File: src/rtl/rsf_pkg.sv
/*
 * Shared constants and types of the ramp scaling and input function bank:
 * parameter addresses, reset values, function codes and carrier structs.
 * Assumes a single system clock domain; no other file is required.
 */
`default_nettype none

package rsf_pkg;

   ////////////////////////////////////////////////////////////////////////
   localparam int          RSF_N_INPUTS      = 4;
   localparam logic [15:0] RSF_ADDR_BOTTOM   = 16'h0660;
   localparam logic [15:0] RSF_ADDR_TOP      = 16'h0662;
   localparam logic [15:0] RSF_ADDR_SEL0     = 16'h0702;
   localparam logic [15:0] RSF_ADDR_SEL_STEP = 16'h0002;
   localparam logic [31:0] RSF_RATIO_RESET   = 32'h0000_0001;
   localparam logic [31:0] RSF_RATIO_MAX     = 32'h7fff_ffff;

   typedef enum logic [15:0] {
      RSF_FN_FREE      = 16'h0001,
      RSF_FN_FAULT_RST = 16'h0002,
      RSF_FN_ENABLE    = 16'h0003,
      RSF_FN_HALT      = 16'h0004,
      RSF_FN_START_POS = 16'h0005,
      RSF_FN_CUR_LIM   = 16'h0006,
      RSF_FN_ZERO_CLMP = 16'h0007,
      RSF_FN_VEL_LIM   = 16'h0008,
      RSF_FN_REF_SW    = 16'h0015,
      RSF_FN_POS_LIM   = 16'h0016,
      RSF_FN_NEG_LIM   = 16'h0017
   } rsf_func_code_t;

   localparam logic [RSF_N_INPUTS-1:0][15:0] RSF_SEL_RESET = {
      RSF_FN_NEG_LIM, RSF_FN_POS_LIM, RSF_FN_REF_SW, RSF_FN_FREE};

   typedef struct packed {
      logic        wr;
      logic        rd;
      logic [15:0] addr;
      logic [31:0] wdata;
   } rsf_req_t;

   typedef struct packed {
      logic free;
      logic fault_reset;
      logic enable;
      logic halt;
      logic start_pos;
      logic cur_lim;
      logic zero_clamp;
      logic vel_lim;
      logic ref_switch;
      logic positive_limit_switch;
      logic negative_limit_switch;
   } rsf_func_t;

   ////////////////////////////////////////////////////////////////////////
   function automatic logic rsf_code_ok(input logic [15:0] code);
      return code inside {[16'h0001:16'h0008], [16'h0015:16'h0017]};
   endfunction

   function automatic rsf_func_t rsf_decode(input logic [15:0] code);
      rsf_func_t f;
      f = '0;
      unique case (code)
         RSF_FN_FREE:      f.free = 1'b1; // RULE8
         RSF_FN_FAULT_RST: f.fault_reset = 1'b1; // RULE8
         RSF_FN_ENABLE:    f.enable = 1'b1; // RULE8
         RSF_FN_HALT:      f.halt = 1'b1; // RULE8
         RSF_FN_START_POS: f.start_pos = 1'b1; // RULE9
         RSF_FN_CUR_LIM:   f.cur_lim = 1'b1; // RULE9
         RSF_FN_ZERO_CLMP: f.zero_clamp = 1'b1; // RULE9
         RSF_FN_VEL_LIM:   f.vel_lim = 1'b1; // RULE10
         RSF_FN_REF_SW:    f.ref_switch = 1'b1; // RULE11
         RSF_FN_POS_LIM:   f.positive_limit_switch = 1'b1; // RULE11
         RSF_FN_NEG_LIM:   f.negative_limit_switch = 1'b1; // RULE14
         default:          f = '0;
      endcase
      return f;
   endfunction

endpackage

`default_nettype wire

File: src/rtl/rsf_input_route.sv
/*
 * Routes the synchronised digital inputs to signal input functions through
 * the active function selectors.
 * Assumes raw pins are asynchronous and the stored selectors come from the
 * parameter bank on the same clock.
 */
`timescale 1ns/1ps
`default_nettype none

module rsf_input_route
   import rsf_pkg::*;
#(
   parameter int N_INPUTS = rsf_pkg::RSF_N_INPUTS
)
(
   input  wire logic                      sys_clk,
   input  wire logic                      rst_b,
   input  wire logic [N_INPUTS-1:0]       din_pin,
   input  wire logic [N_INPUTS-1:0][15:0] sel_stored,
   input  wire logic                      sel_load,
   input  wire rsf_pkg::rsf_func_t        func_allow,
   output var  logic [N_INPUTS-1:0][15:0] sel_active,
   output var  rsf_pkg::rsf_func_t        func_active
);
   import rsf_pkg::*;

   logic [N_INPUTS-1:0] din_meta;
   logic [N_INPUTS-1:0] din_sync;
   rsf_func_t           per_input [N_INPUTS];
   rsf_func_t           next_func;

   ////////////////////////////////////////////////////////////////////////
   always_ff @(posedge sys_clk or negedge rst_b)
   begin
      if (!rst_b)
      begin
         din_meta <= '0;
         din_sync <= '0;
      end
      else
      begin
         din_meta <= din_pin;
         din_sync <= din_meta;
      end
   end

   // A selector only becomes active at power-on, so a running axis never
   // sees its limit switch wiring change under it.
   always_ff @(posedge sys_clk or negedge rst_b)
   begin
      if (!rst_b)
         sel_active <= RSF_SEL_RESET; // RULE7
      else if (sel_load)
         sel_active <= sel_stored; // RULE15
   end

   ////////////////////////////////////////////////////////////////////////
   for (genvar i = 0; i < N_INPUTS; i++)
   begin : g_in
      always_comb
      begin
         per_input[i] = din_sync[i] ? rsf_decode(sel_active[i]) : '0; // RULE12
      end
   end

   always_comb
   begin
      next_func = '0;
      for (int i = 0; i < N_INPUTS; i++)
         next_func = next_func | per_input[i];
      next_func = next_func & func_allow; // RULE13
   end

   always_ff @(posedge sys_clk or negedge rst_b)
   begin
      if (!rst_b)
         func_active <= '0;
      else
         func_active <= next_func;
   end

endmodule

`default_nettype wire

File: src/rtl/rsf_param_bank.sv
/*
 * Ramp scaling ratio and digital input function selector parameter bank.
 * Assumes a parameter access port on sys_clk from the fieldbus stack, a
 * power stage state flag and a power-on apply pulse from the same domain.
 */
// How it works
// RULE1 - Ramp ratio is velocity change in RPM/s over user acceleration units.
// RULE2 - Factory default makes one acceleration unit equal one RPM/s.
// RULE3 - Ratio terms are signed 32-bit, range 1 to 2147483647, default 1.
// RULE4 - Ramp writes accepted only while the power stage is disabled.
// RULE5 - New ratio applies on numerator write; denominator is written first.
// RULE6 - Numerator write takes effect at once, no restart needed.
// RULE7 - Defaults: input 0 free, 1 reference, 2 positive, 3 negative limit.
// RULE8 - Codes 1 free, 2 fault reset, 3 power stage enable, 4 halt.
// RULE9 - Codes 5 start positioning, 6 current limit, 7 zero clamp.
// RULE10 - Code 8 limits velocity while the input is active.
// RULE11 - Code 21 reference switch, code 22 positive limit switch.
// RULE12 - Each input has its own unsigned 16-bit function selector.
// RULE13 - Input function effect depends on operating mode and parameters.
// RULE14 - Code 23 negative limit switch.
// RULE15 - Selector changes take effect only after the next power-on.
// RULE16 - Out of range writes or writes while powered are rejected unchanged.
`timescale 1ns/1ps
`default_nettype none

module rsf_param_bank
   import rsf_pkg::*;
#(
   parameter int N_INPUTS = rsf_pkg::RSF_N_INPUTS
)
(
   input  wire logic                      sys_clk,
   input  wire logic                      rst_b,
   input  wire rsf_pkg::rsf_req_t         param_req,
   input  wire logic                      power_stage_on,
   input  wire logic                      power_on_apply,
   input  wire rsf_pkg::rsf_func_t        func_allow,
   input  wire logic [N_INPUTS-1:0]       digital_input,
   output var  logic                      param_ack,
   output var  logic                      param_nak,
   output var  logic [31:0]               param_rdata,
   output var  logic [31:0]               ramp_ratio_top,
   output var  logic [31:0]               ramp_ratio_bottom,
   output var  logic                      ramp_update,
   output var  logic [N_INPUTS-1:0][15:0] sel_active,
   output var  rsf_pkg::rsf_func_t        func_active
);
   import rsf_pkg::*;

   logic [31:0]               bottom_staged;
   logic [N_INPUTS-1:0][15:0] sel_stored;
   logic                      load_pending;
   logic                      hit_bottom;
   logic                      hit_top;
   logic [N_INPUTS-1:0]       hit_sel;
   logic                      mapped;
   logic                      ratio_ok;
   logic                      value_ok;
   logic                      wr_ok;
   logic [31:0]               next_rdata;

   ////////////////////////////////////////////////////////////////////////
   always_comb
   begin
      hit_bottom = (param_req.addr == RSF_ADDR_BOTTOM);
      hit_top    = (param_req.addr == RSF_ADDR_TOP);
      for (int i = 0; i < N_INPUTS; i++)
         hit_sel[i] = (param_req.addr ==
                       16'(RSF_ADDR_SEL0 + 16'(i) * RSF_ADDR_SEL_STEP));
      mapped   = hit_bottom | hit_top | (|hit_sel);
      ratio_ok = (param_req.wdata >= RSF_RATIO_RESET) &&
                 (param_req.wdata <= RSF_RATIO_MAX); // RULE3
      value_ok = (hit_bottom | hit_top) ? ratio_ok
               : (param_req.wdata[31:16] == 16'h0000 &&
                  rsf_code_ok(param_req.wdata[15:0]));
      wr_ok    = param_req.wr && mapped && value_ok &&
                 !power_stage_on; // RULE4 RULE16
   end

   always_comb
   begin
      next_rdata = 32'h0000_0000;
      if (hit_bottom)
         next_rdata = bottom_staged;
      else if (hit_top)
         next_rdata = ramp_ratio_top;
      for (int i = 0; i < N_INPUTS; i++)
         if (hit_sel[i])
            next_rdata = {16'h0000, sel_stored[i]};
   end

   ////////////////////////////////////////////////////////////////////////
   // A refused access answers with a nak and leaves every value alone.
   always_ff @(posedge sys_clk or negedge rst_b)
   begin
      if (!rst_b)
      begin
         param_ack   <= 1'b0;
         param_nak   <= 1'b0;
         param_rdata <= 32'h0000_0000;
      end
      else
      begin
         param_ack   <= (param_req.rd && mapped) || wr_ok;
         param_nak   <= (param_req.rd && !mapped) ||
                        (param_req.wr && !wr_ok); // RULE16
         param_rdata <= param_req.rd ? next_rdata : 32'h0000_0000;
      end
   end

   // The denominator waits in a staging register so that a half-written
   // ratio never reaches the ramp generator.
   always_ff @(posedge sys_clk or negedge rst_b)
   begin
      if (!rst_b)
      begin
         bottom_staged     <= RSF_RATIO_RESET; // RULE2
         ramp_ratio_top    <= RSF_RATIO_RESET; // RULE2
         ramp_ratio_bottom <= RSF_RATIO_RESET; // RULE1
         ramp_update       <= 1'b0;
      end
      else
      begin
         ramp_update <= wr_ok && hit_top; // RULE6
         if (wr_ok && hit_bottom)
            bottom_staged <= param_req.wdata;
         if (wr_ok && hit_top)
         begin
            ramp_ratio_top    <= param_req.wdata; // RULE5
            ramp_ratio_bottom <= bottom_staged; // RULE5
         end
      end
   end

   for (genvar i = 0; i < N_INPUTS; i++)
   begin : g_sel
      always_ff @(posedge sys_clk or negedge rst_b)
      begin
         if (!rst_b)
            sel_stored[i] <= RSF_SEL_RESET[i]; // RULE7
         else if (wr_ok && hit_sel[i])
            sel_stored[i] <= param_req.wdata[15:0]; // RULE12
      end
   end

   always_ff @(posedge sys_clk or negedge rst_b)
   begin
      if (!rst_b)
         load_pending <= 1'b1;
      else
         load_pending <= 1'b0;
   end

   ////////////////////////////////////////////////////////////////////////
   rsf_input_route #(
      .N_INPUTS (N_INPUTS)
   ) u_route (
      .sys_clk     (sys_clk),
      .rst_b       (rst_b),
      .din_pin     (digital_input),
      .sel_stored  (sel_stored),
      .sel_load    (power_on_apply | load_pending), // RULE15
      .func_allow  (func_allow),
      .sel_active  (sel_active),
      .func_active (func_active)
   );
endmodule

`default_nettype wire

File: config.mk
export PLATFORM = sky130hd
export DESIGN_NAME = rsf_param_bank
export DESIGN_NICKNAME = d
export VERILOG_FILES = /design/src/rtl/rsf_pkg.sv /design/src/rtl/rsf_input_route.sv /design/src/rtl/rsf_param_bank.sv
export SDC_FILE = /design/constraint.sdc
export NUM_CORES = 1
export LEC_CHECK = 0
export ABC_AREA = 1
export BUFFER_PORTS_ARGS = -buffer_cell sky130_fd_sc_hd__buf_2
export CAP_MARGIN = 20
export CORE_AREA = 2 2 147 149
export DETAILED_ROUTE_END_ITERATION = 6
export DIE_AREA = 0 0 149 151
export PLACE_DENSITY = 0.85
export SYNTH_ARGS = -nofsm -noshare
export SYNTH_HDL_FRONTEND = slang
export SYNTH_SLANG_ARGS = --single-unit
File: constraint.sdc
create_clock -name sys_clk -period 3.7 [get_ports sys_clk]
set_input_delay 0.555 -clock sys_clk [delete_from_list [all_inputs] [get_ports sys_clk]]
set_output_delay 0.555 -clock sys_clk [all_outputs]
set_load 0.05 [all_outputs]
==> impl_metrics.env <==
export IMPL_outcome="completed"
export IMPL_rsz0062_at_grt="no"
export IMPL_grt_overflow_total=0
export IMPL_synth_seq_cells=279
export IMPL_slew_headroom=0.375
export IMPL_power_per_cell_area_nw_per_um2=431
export IMPL_antenna_found_initial=2
export IMPL_crit_type="primary input to flop"
export IMPL_vias_per_cell=5.67
export IMPL_fin_ws_ps=1210
export IMPL_cts_sinks=279
export IMPL_dr_pass1_iters=5
export IMPL_worst_pin_slew_ps=935
export IMPL_core_area_um2=20800
export IMPL_row_count=53
export IMPL_critPathMostFrequentCell="nand2_1"
export IMPL_cts_tree="done"
export IMPL_postSynthAreaPerCell_um2=8.55
export IMPL_clock_tree_root_cell="clkbuf_16"
export IMPL_fill_cells=1587
export IMPL_wl_mm=35.0
export IMPL_gp_congestion=0.956
export IMPL_numCtsBuffers=28
export IMPL_syn_to_final_growth_pct=19.3
export IMPL_hold_class="primary input to asynchronous set/reset pin"
export IMPL_ant_nets=0
export IMPL_die_area_um2=22500
export IMPL_layout_nets=1726
export IMPL_netlist_area_um2=12400
export IMPL_worstPathCellList="buf_2, nor2_1, nand2_1, nor2_4, nand3_1, nand2_2, inv_2, nand2_4, nand3_4, nand2_1, nand2_1"
export IMPL_synth_cells=1452
export IMPL_routedWlPerCell_um=17.9
export IMPL_portBuffers=242
export IMPL_slowest_stage="nand3_4"
export IMPL_finalCriticalPeriod_ps=2490
export IMPL_cts_setup_buffers=0
export IMPL_cp_top_family="simple AND/OR/NAND/NOR gates"
export IMPL_r2r_start="u_route.sel_active[29]$_DFFE_PN0P_"
export IMPL_min_period_over_period=0.672
export IMPL_clk_path_buf_depth=3
export IMPL_cts_resized=0
export IMPL_grt_max_degree=106
export IMPL_dieWidth_um=149
export IMPL_cts_hold_buf=0
export IMPL_maxCapViolCount=0
export IMPL_seq_area_frac_synth=0.565
export IMPL_vias=11100
export IMPL_insertion_delay_ps=550
export IMPL_first_global_vias=10400
export IMPL_startpoint_type="primary input"
export IMPL_syn_nets=1521
export IMPL_placed_cells=1902
export IMPL_initial_utilization=0.597
export IMPL_cp_end_kind="flop"
export IMPL_grt_usage=0.312
export IMPL_report_final_slew_viol_count=0
export IMPL_critPathLaunch="param_req[47]"
export IMPL_fin_cells=1955
export IMPL_critPathMaxFanout=33
export IMPL_dp_slack_ps=675
export IMPL_cpPeakStageDelay_ps=430
export IMPL_finalClockSkew_ps=15.1
export IMPL_critPathBufInv=2
export IMPL_fmax_mhz=402
export IMPL_yosys_warnings=0
export IMPL_crit_required_ps=4120
export IMPL_die_h_um=151
export IMPL_finalSetupTns_ps=0
export IMPL_clk_pin_slew_worst_paths_ps=60
export IMPL_drtIter0Drc=933
export IMPL_grt_pass1_wl_mm=55.6
export IMPL_drc_errors=0
export IMPL_p_leak_nw=8.16
export IMPL_h_tree_depth=1
export IMPL_finalSetupViolCount=0
export IMPL_layout_drive_gt1_share=0.240
export IMPL_dpl_hpwl_mm=24.3
export IMPL_synth_cell_types=37
export IMPL_ir_drop_mv=0.321
export IMPL_final_hold_violation_count=0
export IMPL_io_pins=243
export IMPL_crit_arrival_ps=2900
## area by class of cell
cell class	count	area, um2	area share
tap	275	344	0.0232
inverter	130	488	0.0329
antenna	1	2.50	0.000169
multi-input combinational	961	4540	0.306
clock inverter	11	158	0.0106
timing repair buffer	257	1420	0.0959
clock buffer	41	851	0.0574
sequential	279	7010	0.473
## cells in the mapped netlist
cell type | n | area, um2
nand3_4 | 4 | 70.1
or2_1 | 2 | 12.5
nor2_1 | 98 | 368
nand3_1 | 58 | 290
o21ai_1 | 3 | 15.0
o22ai_1 | 9 | 56.3
buf_4 | 13 | 97.6
nand3_2 | 1 | 10.0
o21bai_1 | 1 | 7.51
a21boi_0 | 4 | 30.0
clkbuf_2 | 1 | 5.00
inv_2 | 36 | 135
nor3_1 | 7 | 35.0
o21ai_0 | 56 | 280
nand2_1 | 490 | 1840
clkbuf_1 | 31 | 116
nand2_2 | 2 | 12.5
buf_6 | 1 | 11.3
o21a_1 | 7 | 52.6
nor4_1 | 3 | 18.8
buf_2 | 33 | 165
nor2_2 | 1 | 6.26
nor2_4 | 1 | 11.3
o2111ai_1 | 3 | 26.3
mux2_2 | 23 | 259
a21oi_1 | 54 | 270
a21oi_2 | 1 | 8.76
nand4_1 | 129 | 807
or2_2 | 1 | 6.26
o211ai_1 | 1 | 7.51
dfrtp_1 | 253 | 6330
inv_1 | 92 | 345
dfstp_2 | 26 | 683
a211oi_1 | 1 | 7.51
conb_1 | 1 | 3.75
buf_1 | 3 | 11.3
clkinv_1 | 2 | 7.51
## placed cells by master, fill, tap and decap left out, types with 29 or more instances in the layout
cell type | synthesis | final
inv_1 | 92 | 92
clkbuf_16 | 0 | 29
a21oi_1 | 54 | 54
nand4_1 | 129 | 129
buf_2 | 33 | 241
dfrtp_1 | 253 | 253
nor2_1 | 98 | 97
inv_2 | 36 | 36
o21ai_0 | 56 | 56
nand3_1 | 58 | 57
nand2_1 | 490 | 490
## registers in the layout, indices dropped and copies added, names as in the netlist
name and flops:
param_nak 1, u_route.din_sync 4, ramp_update 1, u_route.func_active 11, load_pending 1, param_rdata 32, param_ack 1, ramp_ratio_bottom 32
sel_stored 64, u_route.sel_active 64, u_route.din_meta 4, ramp_ratio_top 32, bottom_staged 32
## metal layers
layer / vias up / track usage / share of wire
li1: 5137 / - / -
met1: 5278 / 0.430 / 0.41
met2: 587 / 0.478 / 0.45
met3: 85 / 0.0753 / 0.10
met4: 2 / 0.129 / 0.043
met5: - / 0 / 0.00037
## final timing paths
kind,to,slack (ps),cells past startpoint
min reg2reg,u_route.din_sync[2]$_DFF_PN0_,350,0
max reg2reg,u_route.func_active[6]$_DFF_PN0_,1610,6
max,bottom_staged[20]$_DFFE_PN0P_,1210,11
max in group asynchronous,bottom_staged[19]$_DFFE_PN0P_,2670,2
min,u_route.sel_active[13]$_DFFE_PN0P_,40,1
min in group sys_clk,u_route.din_meta[1]$_DFF_PN0_,110,1
## cells by family after synthesis
kind of cell	after synthesis	share of synthesized area
simple gates	797	0.281
flops	279	0.565
buf+inv	212	0.0720
compound gates	140	0.0613
mux	23	0.0209
other cells	1	0.000302
## per-stage QoR
stage | cell area (um2) | power (W) | hold slack (ps) | utilization
after floorplan | 12400 | 0.00324 | 259 | -
after detailed placement | 13800 | 0.00339 | 345 | 0.663
final | 14800 | 0.00639 | 41.3 | 0.712
after CTS | 14800 | 0.00641 | 65.6 | 0.711
after global placement | 13800 | 0.00339 | 336 | 0.663
after global routing | 14800 | 0.00658 | 79.2 | 0.711
## power by group
group	switching, W	total (W)	internal, W
clock network	0.00118	0.00305	0.00187
logic	0.000201	0.000268	0.0000669
registers	0.00000737	0.00307	0.00307
total	0.00139	0.00639	0.00500
No activity file was read; power rests on OpenSTA's default activity.
